==> src/ebp_pkg.sv <==
package ebp_pkg;

    localparam logic [7:0] OFS_UNIT_CONTROL     = 8'h00;
    localparam logic [7:0] OFS_SHUTDOWN_CONTROL = 8'h04;
    localparam logic [7:0] OFS_TIMER_SOURCE     = 8'h08;
    localparam logic [7:0] OFS_TIMER_PERIOD     = 8'h0c;
    localparam logic [7:0] OFS_STEERING         = 8'h10;
    localparam logic [7:0] OFS_DEADBAND         = 8'h14;
    localparam logic [7:0] OFS_TIMER_CONTROL    = 8'h18;
    localparam logic [7:0] OFS_TIMER_COUNT      = 8'h1c;
    localparam logic [7:0] OFS_DUTY_HIGH        = 8'h20;
    localparam logic [7:0] OFS_DUTY_SHADOW      = 8'h24;

    localparam logic [7:0] RST_UNIT_CONTROL  = 8'h00;
    localparam logic [7:0] RST_SHUTDOWN      = 8'h00;
    localparam logic [7:0] RST_TIMER_SOURCE  = 8'h00;
    localparam logic [7:0] RST_TIMER_PERIOD  = 8'hff;
    localparam logic [7:0] RST_STEERING      = 8'h01;
    localparam logic [7:0] RST_DEADBAND      = 8'h00;
    localparam logic [7:0] RST_TIMER_CONTROL = 8'h00;
    localparam logic [7:0] RST_DUTY_HIGH     = 8'h00;

    localparam logic [7:0] MASK_STEERING      = 8'h1f;
    localparam logic [7:0] MASK_TIMER_CONTROL = 8'h7f;

    // Unit control fields
    localparam int BRIDGE_MODE_LSB = 6;
    localparam int DUTY_LOW_LSB    = 4;
    localparam int ENH_MODE_LSB    = 2;
    localparam int POL_AC_BIT      = 1;
    localparam int POL_BD_BIT      = 0;
    localparam logic [1:0] ENH_PWM_CODE = 2'h3;

    // Other fields
    localparam int STEER_SYNC_BIT  = 4;
    localparam int TIMER_RUN_BIT   = 2;
    localparam int PRESCALE_LSB    = 0;

    localparam logic [1:0] BM_SINGLE = 2'h0;
    localparam logic [1:0] BM_HALF   = 2'h2;
    localparam logic [1:0] BM_FWD    = 2'h1;
    localparam logic [1:0] BM_REV    = 2'h3;

    // Dead-band step is one instruction cycle of four clocks
    localparam int DB_STEP_SHIFT = 2;
    // Direction change lead, in timer counts, less one
    localparam logic [8:0] DIR_LEAD = 9'h003;

    // Prescaler terminal counts for 1:1, 1:4 and 1:16 timer steps
    localparam logic [5:0] PRE_LIM_1  = 6'h03;
    localparam logic [5:0] PRE_LIM_4  = 6'h0f;
    localparam logic [5:0] PRE_LIM_16 = 6'h3f;

    typedef enum logic [2:0]
    {
        ST_IDLE = 3'b001,
        ST_WAIT = 3'b010,
        ST_RUN  = 3'b100
    } ebp_state_e;

endpackage : ebp_pkg

==> src/ebp_timebase.sv <==
`timescale 1ns/100ps
`default_nettype none
module ebp_timebase
    import ebp_pkg::*;
(
    input  wire logic       sys_clk_in,
    input  wire logic       rst_n_in,
    input  wire logic       run_in,
    input  wire logic [1:0] prescale_in,
    input  wire logic [7:0] period_in,
    input  wire logic       cnt_wr_in,
    input  wire logic [7:0] cnt_wdata_in,
    output logic      [7:0] count_out,
    output logic      [9:0] tbase_out,
    output logic            period_start_out,
    output logic            near_end_out
);

    logic [5:0] pre_q;
    logic [7:0] tmr_q;
    logic       inc;
    logic [1:0] low_bits;

    function automatic logic [5:0] pre_limit(input logic [1:0] ps);
        case (ps)
            2'h0:    pre_limit = PRE_LIM_1;
            2'h1:    pre_limit = PRE_LIM_4;
            default: pre_limit = PRE_LIM_16;
        endcase
    endfunction : pre_limit

    assign inc = run_in && (pre_q == pre_limit(prescale_in));

    // A count write restarts the prescaler so the new value gets a full step
    always_ff @(posedge sys_clk_in or negedge rst_n_in)
    begin
        if (!rst_n_in)
            pre_q <= 6'h00;
        else if (cnt_wr_in || inc)
            pre_q <= 6'h00;
        else if (run_in)
            pre_q <= pre_q + 6'h01;
    end

    always_ff @(posedge sys_clk_in or negedge rst_n_in)
    begin
        if (!rst_n_in)
            tmr_q <= 8'h00;
        else if (cnt_wr_in)
            tmr_q <= cnt_wdata_in;
        else if (inc)
            tmr_q <= (tmr_q == period_in) ? 8'h00 : tmr_q + 8'h01;
    end

    always_comb
    begin
        case (prescale_in)
            2'h0:    low_bits = pre_q[1:0];
            2'h1:    low_bits = pre_q[3:2];
            default: low_bits = pre_q[5:4];
        endcase
    end

    assign count_out        = tmr_q;
    assign tbase_out        = {tmr_q, low_bits};
    assign period_start_out = inc && (tmr_q == period_in);
    assign near_end_out     = ({1'b0, tmr_q} + DIR_LEAD) >= {1'b0, period_in};

endmodule : ebp_timebase
`default_nettype wire

==> src/ebp_bridge_pwm.sv <==
`timescale 1ns/100ps
`default_nettype none
module ebp_bridge_pwm
    import ebp_pkg::*;
#(
    parameter int DUTY_W = 10,
    parameter int DB_W   = 7
)
(
    input  wire logic        sys_clk_in,
    input  wire logic        rst_n_in,
    input  wire logic        psel_in,
    input  wire logic        penable_in,
    input  wire logic        pwrite_in,
    input  wire logic [7:0]  paddr_in,
    input  wire logic [31:0] pwdata_in,
    input  wire logic [3:0]  pstrb_in,
    output logic      [31:0] prdata_out,
    output logic             pready_out,
    output logic             pslverr_out,
    output logic             out_a_out,
    output logic             out_a_own_out,
    output logic             out_b_out,
    output logic             out_b_own_out,
    output logic             out_c_out,
    output logic             out_c_own_out,
    output logic             out_d_out,
    output logic             out_d_own_out
);

    if (DUTY_W != 10 || DB_W != 7)
        $error("Duty must be ten bits and dead-band seven bits");

    logic [7:0]       unit_control_q;
    logic [7:0]       shutdown_control_q;
    logic [7:0]       timer_source_q;
    logic [7:0]       timer_period_q;
    logic [7:0]       steering_q;
    logic [7:0]       deadband_q;
    logic [7:0]       timer_control_q;
    logic [7:0]       duty_high_q;
    logic [DUTY_W-1:0] duty_shadow_q;
    logic [31:0]      prdata_q;
    logic [31:0]      rd_d;
    logic             wr_en;
    logic             cnt_wr;
    logic [7:0]       tmr_count;
    logic [DUTY_W-1:0] tbase;
    logic             period_start;
    logic             near_end;
    ebp_state_e       st_q;
    logic             enh;
    logic             pwm_q;
    logic             pwm;
    logic [DUTY_W-1:0] duty_next;
    logic [1:0]       bmode_req;
    logic             full_req;
    logic             dir_q;
    logic             blank_q;
    logic [1:0]       bmode;
    logic [3:0]       steer_q;
    logic [1:0]       db_raw;
    logic [1:0]       db_raw_prev_q;
    logic [8:0]       db_cnt_q [2];
    logic [1:0]       db_out;
    logic [8:0]       db_dly;
    logic [3:0]       act;
    logic [3:0]       used;
    logic [3:0]       inv;
    logic [3:0]       lvl_q;
    logic [3:0]       own_q;

    function automatic logic addr_hit(input logic [7:0] a);
        case (a)
            OFS_UNIT_CONTROL, OFS_SHUTDOWN_CONTROL, OFS_TIMER_SOURCE,
            OFS_TIMER_PERIOD, OFS_STEERING, OFS_DEADBAND, OFS_TIMER_CONTROL,
            OFS_TIMER_COUNT, OFS_DUTY_HIGH, OFS_DUTY_SHADOW:
                addr_hit = 1'b1;
            default:
                addr_hit = 1'b0;
        endcase
    endfunction : addr_hit

    // Zero-wait slave; read data is captured in the setup phase
    assign pready_out  = 1'b1;
    assign pslverr_out = psel_in && penable_in && !addr_hit(paddr_in);
    assign prdata_out  = prdata_q;
    assign wr_en       = psel_in && penable_in && pwrite_in && pstrb_in[0]
                         && addr_hit(paddr_in);
    assign cnt_wr      = wr_en && (paddr_in == OFS_TIMER_COUNT);

    always_comb
    begin
        rd_d = 32'h0000_0000;
        case (paddr_in)
            OFS_UNIT_CONTROL:     rd_d[7:0] = unit_control_q;
            OFS_SHUTDOWN_CONTROL: rd_d[7:0] = shutdown_control_q;
            OFS_TIMER_SOURCE:     rd_d[7:0] = timer_source_q;
            OFS_TIMER_PERIOD:     rd_d[7:0] = timer_period_q;
            OFS_STEERING:         rd_d[7:0] = steering_q;
            OFS_DEADBAND:         rd_d[7:0] = deadband_q;
            OFS_TIMER_CONTROL:    rd_d[7:0] = timer_control_q;
            OFS_TIMER_COUNT:      rd_d[7:0] = tmr_count;
            OFS_DUTY_HIGH:        rd_d[7:0] = duty_high_q;
            OFS_DUTY_SHADOW:      rd_d[7:0] = duty_shadow_q[DUTY_W-1:2];
            default:              rd_d = 32'h0000_0000;
        endcase
    end

    always_ff @(posedge sys_clk_in or negedge rst_n_in)
    begin
        if (!rst_n_in)
            prdata_q <= 32'h0000_0000;
        else if (psel_in && !penable_in && !pwrite_in)
            prdata_q <= rd_d;
    end

    // Shutdown bits are only stored; their pin action is not modelled here
    always_ff @(posedge sys_clk_in or negedge rst_n_in)
    begin
        if (!rst_n_in)
        begin
            unit_control_q     <= RST_UNIT_CONTROL;
            shutdown_control_q <= RST_SHUTDOWN;
            timer_source_q     <= RST_TIMER_SOURCE;
            timer_period_q     <= RST_TIMER_PERIOD;
            steering_q         <= RST_STEERING;
            deadband_q         <= RST_DEADBAND;
            timer_control_q    <= RST_TIMER_CONTROL;
            duty_high_q        <= RST_DUTY_HIGH;
        end
        else if (wr_en)
        begin
            case (paddr_in)
                OFS_UNIT_CONTROL:     unit_control_q     <= pwdata_in[7:0];
                OFS_SHUTDOWN_CONTROL: shutdown_control_q <= pwdata_in[7:0];
                OFS_TIMER_SOURCE:     timer_source_q     <= pwdata_in[7:0];
                OFS_TIMER_PERIOD:     timer_period_q     <= pwdata_in[7:0];
                OFS_STEERING:         steering_q <= pwdata_in[7:0] & MASK_STEERING;
                OFS_DEADBAND:         deadband_q         <= pwdata_in[7:0];
                OFS_TIMER_CONTROL:    timer_control_q <= pwdata_in[7:0] & MASK_TIMER_CONTROL;
                OFS_DUTY_HIGH:        duty_high_q        <= pwdata_in[7:0];
                default:              ;
            endcase
        end
    end

    ebp_timebase u_timebase
    (
        .sys_clk_in       (sys_clk_in),
        .rst_n_in         (rst_n_in),
        .run_in           (timer_control_q[TIMER_RUN_BIT]),
        .prescale_in      (timer_control_q[PRESCALE_LSB +: 2]),
        .period_in        (timer_period_q),
        .cnt_wr_in        (cnt_wr),
        .cnt_wdata_in     (pwdata_in[7:0]),
        .count_out        (tmr_count),
        .tbase_out        (tbase),
        .period_start_out (period_start),
        .near_end_out     (near_end)
    );

    assign enh       = unit_control_q[ENH_MODE_LSB +: 2] == ENH_PWM_CODE;
    assign duty_next = {duty_high_q, unit_control_q[DUTY_LOW_LSB +: 2]};
    assign bmode_req = unit_control_q[BRIDGE_MODE_LSB +: 2];
    assign full_req  = bmode_req[0];

    always_ff @(posedge sys_clk_in or negedge rst_n_in)
    begin
        if (!rst_n_in)
            st_q <= ST_IDLE;
        else
        begin
            unique case (st_q)
                ST_IDLE: if (enh) st_q <= ST_WAIT;
                ST_WAIT: if (!enh) st_q <= ST_IDLE;
                         else if (period_start) st_q <= ST_RUN;
                ST_RUN:  if (!enh) st_q <= ST_IDLE;
                default: st_q <= ST_IDLE;
            endcase
        end
    end

    always_ff @(posedge sys_clk_in or negedge rst_n_in)
    begin
        if (!rst_n_in)
            duty_shadow_q <= '0;
        else if (period_start)
            duty_shadow_q <= duty_next;
    end

    // A duty above the period never matches, so the output simply stays on
    always_ff @(posedge sys_clk_in or negedge rst_n_in)
    begin
        if (!rst_n_in)
            pwm_q <= 1'b0;
        else if (!enh)
            pwm_q <= 1'b0;
        else if (period_start)
            pwm_q <= duty_next != '0;
        else if (tbase == duty_shadow_q)
            pwm_q <= 1'b0;
    end

    // The match cycle is already inactive, so the width is exactly duty steps
    assign pwm = pwm_q && (tbase != duty_shadow_q);

    // Direction and blanking for the full bridge
    always_ff @(posedge sys_clk_in or negedge rst_n_in)
    begin
        if (!rst_n_in)
            dir_q <= 1'b0;
        else if (!full_req || st_q != ST_RUN)
            dir_q <= bmode_req[1];
        else if (dir_q != bmode_req[1] && near_end)
            dir_q <= bmode_req[1];
    end

    always_ff @(posedge sys_clk_in or negedge rst_n_in)
    begin
        if (!rst_n_in)
            blank_q <= 1'b0;
        else if (period_start || !full_req)
            blank_q <= 1'b0;
        else if (st_q == ST_RUN && dir_q != bmode_req[1] && near_end)
            blank_q <= 1'b1;
    end

    assign bmode = full_req ? {dir_q, 1'b1} : bmode_req;

    // Steering taken at once, or at period start when synchronised
    always_ff @(posedge sys_clk_in or negedge rst_n_in)
    begin
        if (!rst_n_in)
            steer_q <= RST_STEERING[3:0];
        else if (!steering_q[STEER_SYNC_BIT] || period_start)
            steer_q <= steering_q[3:0];
    end

    // Dead-band: each rising edge waits count times four clocks
    assign db_raw = (st_q == ST_RUN) ? {!pwm, pwm} : 2'b00;
    assign db_dly = {deadband_q[DB_W-1:0], 2'b00};

    always_ff @(posedge sys_clk_in or negedge rst_n_in)
    begin
        if (!rst_n_in)
            db_raw_prev_q <= 2'b00;
        else
            db_raw_prev_q <= db_raw;
    end

    for (genvar i = 0; i < 2; i++)
    begin : g_db
        logic rise;
        assign rise = db_raw[i] && !db_raw_prev_q[i];
        always_ff @(posedge sys_clk_in or negedge rst_n_in)
        begin
            if (!rst_n_in)
                db_cnt_q[i] <= 9'h000;
            else if (rise && db_dly != 9'h000)
                db_cnt_q[i] <= db_dly - 9'h001;
            else if (db_cnt_q[i] != 9'h000)
                db_cnt_q[i] <= db_cnt_q[i] - 9'h001;
        end
        // A fall before the count ends leaves the output off all period
        assign db_out[i] = db_raw[i] && !(rise && db_dly != 9'h000)
                           && db_cnt_q[i] == 9'h000;
    end

    // Bit order is D, C, B, A
    always_comb
    begin
        act  = 4'h0;
        used = 4'h0;
        if (st_q == ST_RUN)
        begin
            unique case (bmode)
                BM_SINGLE: act = {4{pwm}} & steer_q;
                BM_HALF:   act = {2'b00, db_out};
                BM_FWD:    act = {pwm && !blank_q, 2'b00, 1'b1};
                BM_REV:    act = {2'b01, pwm && !blank_q, 1'b0};
            endcase
        end
        if (enh)
        begin
            unique case (bmode)
                BM_SINGLE: used = steer_q;
                BM_HALF:   used = 4'h3;
                BM_FWD:    used = 4'hf;
                BM_REV:    used = 4'hf;
            endcase
        end
    end

    assign inv = {unit_control_q[POL_BD_BIT], unit_control_q[POL_AC_BIT],
                  unit_control_q[POL_BD_BIT], unit_control_q[POL_AC_BIT]};

    // Port direction stays with software; the pin only shows this when enabled
    always_ff @(posedge sys_clk_in or negedge rst_n_in)
    begin
        if (!rst_n_in)
        begin
            lvl_q <= 4'h0;
            own_q <= 4'h0;
        end
        else
        begin
            lvl_q <= act ^ inv;
            own_q <= used;
        end
    end

    assign out_a_out     = lvl_q[0];
    assign out_b_out     = lvl_q[1];
    assign out_c_out     = lvl_q[2];
    assign out_d_out     = lvl_q[3];
    assign out_a_own_out = own_q[0];
    assign out_b_own_out = own_q[1];
    assign out_c_own_out = own_q[2];
    assign out_d_own_out = own_q[3];
endmodule : ebp_bridge_pwm
`default_nettype wire

==> config.mk <==
export PLATFORM = sky130hd
export DESIGN_NAME = ebp_bridge_pwm
export DESIGN_NICKNAME = d
export VERILOG_FILES = /design/src/ebp_pkg.sv /design/src/ebp_timebase.sv /design/src/ebp_bridge_pwm.sv
export SDC_FILE = /design/constraint.sdc
export NUM_CORES = 1
export LEC_CHECK = 0
export ABC_AREA = 1
export BUFFER_PORTS_ARGS = -buffer_cell sky130_fd_sc_hd__buf_2
export CAP_MARGIN = 10
export CORE_AREA = 10 10 87 165
export DETAILED_ROUTE_END_ITERATION = 8
export DIE_AREA = 0 0 97 175
export PLACE_DENSITY = 0.95
export SYNTH_ARGS = -nofsm -noshare
export SYNTH_HDL_FRONTEND = slang
export SYNTH_SLANG_ARGS = --single-unit
==> constraint.sdc <==
create_clock -name sys_clk_in -period 5.7 [get_ports sys_clk_in]
set_input_delay 1.14 -clock sys_clk_in [delete_from_list [all_inputs] [get_ports sys_clk_in]]
set_output_delay 1.14 -clock sys_clk_in [all_outputs]
set_load 0.02 [all_outputs]
# Yosys cells after proc, flatten, opt, wreduce, memory -nomap -nowiden
# Index checks and enable logic that the tools add are counted.
# totals
output_inout_bits	42
wordCells	153
ff_bits	130
# op_classes
eq_ne	27
bitwise_logic	2
n_reduce_logical	64
addsub	6
magnitude_cmp	1
muxes	31
# op_table
operator	count
8-bit one-hot mux with 10 select lines	1
9-bit two-way mux	4
8-bit by 5-bit equality test with 1-bit output (second input constant)	4
9-bit nonzero test	3
9-bit by 1-bit subtractor with 9-bit output (second input constant)	3
8-bit two-way mux	3
1-bit logical AND	23
9-bit zero test	2
8-bit by 4-bit equality test with 1-bit output (second input constant)	2
8-bit by 6-bit equality test with 1-bit output (second input constant)	2
4-bit one-hot mux with 4 select lines	1
2-bit AND reduction	8
3-bit two-way mux	4
6-bit two-way mux	2
4-bit one-hot mux with 3 select lines	1
6-bit one-hot mux with 2 select lines	1
2-bit nonzero test	6
1-bit zero test	11
10-bit equality test	1
10-bit != test	1
10-bit nonzero test	1
10-bit OR reduction	1
8-bit by 2-bit adder with 9-bit output (second input constant)	1
9-bit by 8-bit >= comparator with 1-bit output	1
26 further kinds	44

# Depth between registers and ports, before layout
# Gate-level depths: netlist of the first run.
# depth
ltp_word	14
depth_mapped	16

# Cells and area by module
# Synthesis of the first run repeated with hierarchy kept, for this count alone.
# unflattened
cells_unflattened	986
hier_area_um2	7862.5
# modules_own_cells
module	cells_per_inst	instances	area_each_um2	seq_area_each_um2
ebp_bridge_pwm	751	1	6228.5	2916.5
ebp_timebase	235	1	1634.1	350.3

# Worst setup path before layout of the first run
# No wires, ideal clock.
# synth_path
path_kind	input to output
startpoint	input paddr_in[5]
endpoint	output pslverr_out
cell_stages	7
arrival_time_ns	2.202
setup_slack_ns	2.358
path_cell_list	inv_1 nand3_1 nor2_1 nor3_1 nand3_1 or2_4 nor2_1
# synth_between
elab_chain_cells	5
# synth_lines
item	line_no	text
start: declaration	ebp_bridge_pwm.sv:15	input wire logic [7:0] paddr_in,
8-bit by 5-bit equality test with 1-bit output (tied with other cells)	ebp_bridge_pwm.sv:74	case (a)
10-bit OR reduction (*)	ebp_bridge_pwm.sv:74	
1-bit two-way mux (*)	ebp_bridge_pwm.sv:74	
1-bit zero test (*)	ebp_bridge_pwm.sv:86	assign pslverr_out = psel_in && penable_in && !addr_hit(paddr_in);
1-bit logical AND (*)	ebp_bridge_pwm.sv:86	
end: declaration	ebp_bridge_pwm.sv:20	output logic pslverr_out,
# Every way passes the cells marked *; elsewhere a longest branch is shown, timed or not.

# Worst setup path after layout of the first run
# layout_path
startpoint	input paddr_in[1]
endpoint	output pslverr_out
# The elaborated chain is that of the path after synthesis.

==> results of run 1 <==
==> synth_stat cells (2+ instances only) <==
cell type	count	area, µm²
buf_4	26	195
clkbuf_1	10	37.5
nand3b_1	2	15.0
ha_1	15	188
inv_2	4	15.0
nor3_1	16	80.1
o22ai_1	24	150
nor2_4	7	78.8
o21ai_0	97	485
nor2_2	6	37.5
o21ai_1	17	85.1
a21oi_1	31	155
dfstp_2	11	289
nor4_1	2	12.5
nand4_1	12	75.1
buf_6	2	22.5
nand3_2	2	20.0
nor2_1	61	229
o221ai_1	2	17.5
buf_2	11	55.1
conb_1	2	7.51
o211ai_1	3	22.5
xor2_1	25	219
inv_1	122	458
nand3_1	53	265
xnor2_1	10	87.6
dfrtp_1	119	2980
nand2_1	226	848
==> metrics by stage <==
stage          power (mW)  setup slack (ps)  std cells  hold slack, ps   util
6_report             2.58              2040       1124             479  0.686
5_1_grt              2.67              1900       1124             492  0.686
4_1_cts              2.56              2060       1124             477  0.686
3_5_place_dp         1.43              2070       1092             465  0.634
3_3_place_gp         1.42              2070       1092             454  0.634
2_1_floorplan        1.33              2360        954             441      -
==> state kept, by name, summed over array words and instances (netlist names) <==
register and cells:
timer_control_q 7, duty_high_q 8, dir_q 1, shutdown_control_q 8
own_q 4, blank_q 1, deadband_q 8, u_timebase.pre_q 6
prdata_out 8, st_q 3, unit_control_q 8, lvl_q 4
steer_q 4, timer_source_q 8, timer_period_q 8, db_raw_prev_q 2
db_cnt_q 18, pwm_q 1, steering_q 5, u_timebase.count_out 8
duty_shadow_q 10
==> tightest hold or removal path: stages (launching register included) <==
cell	delay, ps
dfrtp_1	350
nand2_1	60
nand2_1	50
==> layout make-up <==
| class | instances | area share |
|---|---|---|
| Multi-Input combinational cell | 648 | 0.407 |
| Clock inverter | 12 | 0.0193 |
| Tap cell | 145 | 0.0226 |
| Sequential cell | 130 | 0.407 |
| Clock buffer | 20 | 0.0569 |
| Timing Repair Buffer | 42 | 0.0277 |
| Inverter | 127 | 0.0594 |
==> layout by cell type (no fill, tap or decap), types with 10 or more instances in the layout <==
cell	synthesis	routed
buf_2	11	37
o21ai_0	97	97
nand3_1	53	53
dfstp_2	11	11
nand2_1	226	226
a21oi_1	31	31
nor3_1	16	16
inv_1	122	122
conb_1	2	25
nor2_1	61	61
nand4_1	12	12
o22ai_1	24	24
xnor2_1	10	10
ha_1	15	15
clkbuf_16	0	17
xor2_1	25	25
o21ai_1	17	17
dfrtp_1	119	119
==> worst min-delay path by stage <==
| stage | slack [ps] | end |
|---|---|---|
| after floorplan | 440 | lvl_q[1] |
| after global placement | 450 | lvl_q[1] |
| after detailed placement | 470 | lvl_q[1] |
| after CTS | 480 | lvl_q[1] |
| after global routing | 490 | lvl_q[1] |
| final | 480 | lvl_q[1] |
==> routing by layer <==
metal  vias up  global-route usage  part of all wire
met4         0               0.201             0.084
met1      3175               0.236              0.32
met2       408               0.437              0.52
li1       3040                   -                 -
met3       146              0.0545             0.075
met5         -                   0                 0
==> power by group <==
group / internal [mW] / total, mW / switching [mW]
registers: 0.972 / 1.04 / 0.0677
logic: 0.134 / 0.406 / 0.272
clock network: 0.712 / 1.13 / 0.418
==> logic make-up after synthesis <==
logic type	Yosys count	share of synthesized area
other	2	0.00104
buffers and inverters	176	0.109
adder cells (fa/ha/maj)	15	0.0259
AND/OR/NAND/NOR	393	0.237
AO/OA/AOI/OAI	180	0.133
flip-flops	130	0.451
XOR/XNOR	35	0.0423
==> summary.txt, run 1 <==
Outcome
  • Status: complete, no violations

Setup path
  • FF-to-FF Start: u_timebase.count_out[0]
  • Startpoint types: primary input
  • CP top delay family: simple AND/OR/NAND/NOR gates
  • Reg-to-Reg End: dir_q
  • Crit-path max FO: 8
  • CP max-delay cell: nor2_2
  • Crit path from: paddr_in[1]
  • Crit path required time: 4560 ps
  • R2R Setup Slk: 2720 ps
  • Critical path depth: 9
  • CP arrival: 2520 ps
  • Crit Path Class: in -> out
  • Crit. End Element: output port
  • Critical Path End: pslverr_out
  • CP peak stage delay: 310 ps
  • Cells along the critical path: buf_2, nor2_2, nand3_1, nor2_2, inv_2, nand4_1, or2_4, nor2_1, buf_2
  • Worst Reg-to-Reg Cells: 15
  • Buf+Inv Stages, Crit Path: 3

Drt
  • # DRC: 0
  • TritonRoute pass-1 iters: 6
  • Violation count after the first detailed-routing iteration: 696
  • DR vias/cell: 6.02
  • Final ANT Viol Nets: 0
  • Post-Route WL: 21.0 mm
  • Number of vias after detailed routing: 6769
  • WL per Instance: 18.7 µm

Global routing
  • Vias in the first global route: 6811
  • Largest net degree at the start of global routing: 53
  • Global-route wire length before repair: 33.7 mm
  • Initial antenna violation count: 0
  • All-layer global routing usage: 0.246
  • Grt ovf: 0

Timing
  • Achievable Freq: 0.274 GHz
  • RSZ-0062 raised after global routing: false
  • Setup-failing EPs final: 0
  • Final worst-path cycle share: 0.641
  • Slew headroom: 0.439
  • Max Slew Vio Count: 0
  • Worst Skew: 6.22 ps
  • Setup tns final: 0 ps
  • Min cycle time layout: 3660 ps
  • Hold Vio Cnt, Final: 0
  • Worst slew pin tran: 834 ps

Finish
  • Final #Nets: 1030
  • Area of the multi-input gates: 0.00327 mm²
  • Final Cell Area: 0.00803 mm²
  • Storage cell area: 0.00327 mm²
  • Layout cells sized above 1: 0.108
  • Antenna Cells: 0
  • Layout fillers: 870
  • P&R area growth vs syn: 10.9%

Logic synthesis
  • Flops & latches, synth: 130
  • Sequential area share after synthesis: 0.451
  • Most used DFF post-synth: dfrtp_1
  • Unique masters post-synth: 41
  • Synthesized netlist cell count: 931
  • Synth warn: 0
  • Number of synthesized flops with an enable pin: 0
  • Mapped Area: 0.00724 mm²
  • Syn Area/Cell: 7.78 µm²
  • FFs w/ async S/R, synth: 1.00

Power and ir drop
  • Peak VDD IR: 0.236 mV
  • Power Dens Cells: 321 mW/mm²
  • LEAKAGE: 4.12 nW

Placement
  • Routability cong.: 0.978
  • Final HPWL DP: 14.9 mm
  • Port Buffers: 38
  • Area after DPL: 0.00742 mm²

Floorplan
  • Core box area: 0.0117 mm²
  • Die Height: 175 µm
  • Initial Utilization: 0.619
  • Die W: 97 µm
  • Die area: 0.0170 mm²
  • Rows: 56
  • Io pins: 91

Hold path
  • Hold Path Cell Cnt: 2
  • Hold Startpoint: unit_control_q[0]
  • HP Class: reg -> reg

Clocking
  • Max Buffers Root-to-Sink: 2
  • Clk_lat worst skew: 420 ps
  • Clock Pin Slew Worst Setup and Hold Paths: 60 ps
  • CTS tree: yes
  • Post-CTS Setup Repair Bufs: 0
  • Post-CTS Resized: 0
  • CTS buffer count: 17
  • Clock sinks: 130
  • Clk Tree Root Cell: clkbuf_16
  • CTS Hold Bufs: 0
  • # H-tree levels: 4

Run
  • # Max-Cap Violations: 0
No activity file was read; power rests on OpenSTA's default activity.
==> run 2, diff against run 1 <==
- CORE_AREA: 10 10 87 165 -> 10 10 94 179
- DIE_AREA: 0 0 97 175 -> 0 0 104 189
- PLACE_DENSITY: 0.95 -> 0.87
- clock period: 5.7 -> 3.3 ns (I/O delays scaled with it)
==> summary.txt, run 2 (synthesis results as in run 1) <==
Outcome
  • Status: complete, no violations

Finish
  • Final #Nets: 1034 (+0.39%)
  • Most frequent cells in the layout: nand2_1, inv_1, dfrtp_1, o21ai_0, nor2_1
  • Layout cells sized above 1: 0.113 (+0.00465)
  • Max FFs per register: 18 (unchanged)
  • P&R area growth vs syn: 12.0%
  • Biggest regs: db_cnt_q: 18 flops, duty_shadow_q: 10 flops
  • Final Cell Area: 0.00811 mm² (+0.93%)
  • Biggest register: db_cnt_q
  • Antenna Cells: 0 (unchanged)
  • Layout fillers: 1227 (+41%)
  • Commonest non-fill, non-tap cell in the layout: nand2_1

Clocking
  • Post-CTS Resized: 0 (unchanged)
  • CTS Hold Bufs: 0 (unchanged)
  • Post-CTS Setup Repair Bufs: 0 (unchanged)
  • CTS buffer count: 17 (unchanged)
  • Clk Tree Root Cell: clkbuf_16
  • Clock sinks: 130 (unchanged)
  • Max Buffers Root-to-Sink: 2 (unchanged)
  • # H-tree levels: 4 (unchanged)
  • CTS tree: yes
  • Clk_lat worst skew: 440 ps (+20 ps)
  • Clock Pin Slew Worst Setup and Hold Paths: 60 ps (about the same)

Hold path
  • HP Class: in -> async

Floorplan
  • Io pins: 91 (unchanged)
  • Die W: 104 µm (+7.2%)
  • Die area: 0.0197 mm² (+16%)
  • Die Height: 189 µm (+8.0%)
  • Core box area: 0.0139 mm² (+19%)
  • Rows: 61 (+8.9%)
  • Initial Utilization: 0.521 (-0.0975)

Timing
  • Min cycle time layout: 2740 ps
  • Final worst slack: 564 ps (-1480 ps)
  • RSZ-0062 raised after global routing: false
  • Slew headroom: 0.429 (-0.0104)
  • Setup tns final: 0 ps (unchanged)
  • Achievable Freq: 0.365 GHz
  • Worst slew pin tran: 850 ps (+15.4 ps)
  • Max Slew Vio Count: 0 (unchanged)
  • Hold Vio Cnt, Final: 0 (unchanged)
  • Min Hold Slack: 259 ps (-220 ps)
  • Worst Skew: 13.3 ps (+7.09 ps)
  • Final worst-path cycle share: 0.829
  • Setup-failing EPs final: 0 (unchanged)

Global routing
  • Initial antenna violation count: 0 (unchanged)
  • Grt ovf: 0 (unchanged)
  • Vias in the first global route: 6511 (-4.4%)
  • Largest net degree at the start of global routing: 52 (-1.9%)
  • Global-route wire length before repair: 32.8 mm (-2.6%)
  • All-layer global routing usage: 0.211 (-0.0358)

Setup path
  • Crit-path max FO: 6 (-2)
  • Buf+Inv Stages, Crit Path: 1 (-2)
  • CP peak stage delay: 480 ps (+170 ps)
  • Startpoint types: register
  • Cells along the critical path: inv_1, ha_1, xnor2_1, ha_1, nand2_1, o21ai_0, nor2_1, o21ai_0, nand3_1, nand2_1, nand2_1, nand3_1, nand3_1, a21oi_1
  • Crit Path Class: reg -> reg
  • Crit. End Element: register
  • FF-to-FF Start: u_timebase.count_out[0]
  • Crit path required time: 3650 ps (-910 ps)
  • Crit path from: u_timebase.count_out[0]
  • CP arrival: 3090 ps (+570 ps)
  • CP max-delay cell: dfrtp_1
  • CP top delay family: simple AND/OR/NAND/NOR gates

Drt
  • WL per Instance: 17.4 µm (-6.8%)
  • DR vias/cell: 5.51 (-8.6%)
  • Number of vias after detailed routing: 6453 (-4.7%)
  • Post-Route WL: 20.4 mm (-2.8%)
  • Final ANT Viol Nets: 0 (unchanged)
  • TritonRoute pass-1 iters: 7 (+1)
  • # DRC: 0 (unchanged)
  • Violation count after the first detailed-routing iteration: 642 (-7.8%)

Placement
  • Final HPWL DP: 15.0 mm (+0.93%)
  • Setup WS pre-CTS: 423 ps (-1650 ps)
  • Area after DPL: 0.00752 mm² (+1.3%)
  • Port Buffers: 38 (unchanged)
  • Routability cong.: 0.984 (+0.66%)

Power and ir drop
  • Clock share of power: 0.437 (-0.002)
  • Comb power frac: 0.155 (-0.003)
  • Psw: 1.40 mW (+84%)
  • Internal power: 2.99 mW (+64%)
  • Switch share: 0.319 (+0.0247)
  • LEAKAGE: 4.13 nW (+0.41%)
  • Peak VDD IR: 0.373 mV (+58%)
  • Power Dens Cells: 541 mW/mm² (+69%)
  • Sequential Power Share: 0.408 (+0.004)

Run
  • # Max-Cap Violations: 0 (unchanged)
run 2: final timing paths:
check | end | cells after the start | slack, ps
min | u_timebase.count_out[2] | 1 | 260
min in group sys_clk_in | lvl_q[1] | 2 | 470
min reg2reg | lvl_q[1] | 2 | 470
max in group asynchronous | steering_q[0] | 2 | 2250
max | blank_q | 14 | 560
max reg2reg | blank_q | 14 | 560
run 2: worst register-to-register path: stages (launching register included):
cell	delay (ps)
dfrtp_1	480
inv_1	170
ha_1	280
xnor2_1	140
ha_1	300
nand2_1	60
o21ai_0	150
nor2_1	60
o21ai_0	340
nand3_1	120
nand2_1	90
nand2_1	50
nand3_1	170
nand3_1	100
a21oi_1	160
run 2: layout make-up:
cell class              count  area (µm²)  share of cell area
well taps                 189         236              0.0292
inverters                 127         477              0.0588
multi-input cells         648        3270               0.404
clock inverters            15         164              0.0202
repair buffers             46         265              0.0327
flip-flops and latches    130        3270               0.403
clock buffers              17         425              0.0525
run 2: power by group through the flow:
stage | combinational [mW] | sequential [mW] | clock [mW]
2_1_floorplan | 0.528 | 1.77 | 0
3_3_place_gp | 0.652 | 1.81 | 0
3_5_place_dp | 0.667 | 1.81 | 0
4_1_cts | 0.677 | 1.79 | 1.91
5_1_grt | 0.775 | 1.80 | 1.98
6_report | 0.680 | 1.79 | 1.91
run 2: through the flow:
step                utilization  total power, mW  std cells
global route              0.584             4.55       1172
global placement          0.541             2.46       1140
detailed placement        0.541             2.48       1140
finish                    0.584             4.38       1172
CTS                       0.584             4.37       1172
floorplan                     -             2.30        954
run 2: routing by layer:
| metal | track usage | routed length, µm |
|---|---|---|
| met2 | 0.382 | 10700 |
| met3 | 0.0425 | 1090 |
| met5 | 0 | 0 |
| met4 | 0.173 | 1700 |
| met1 | 0.198 | 6930 |
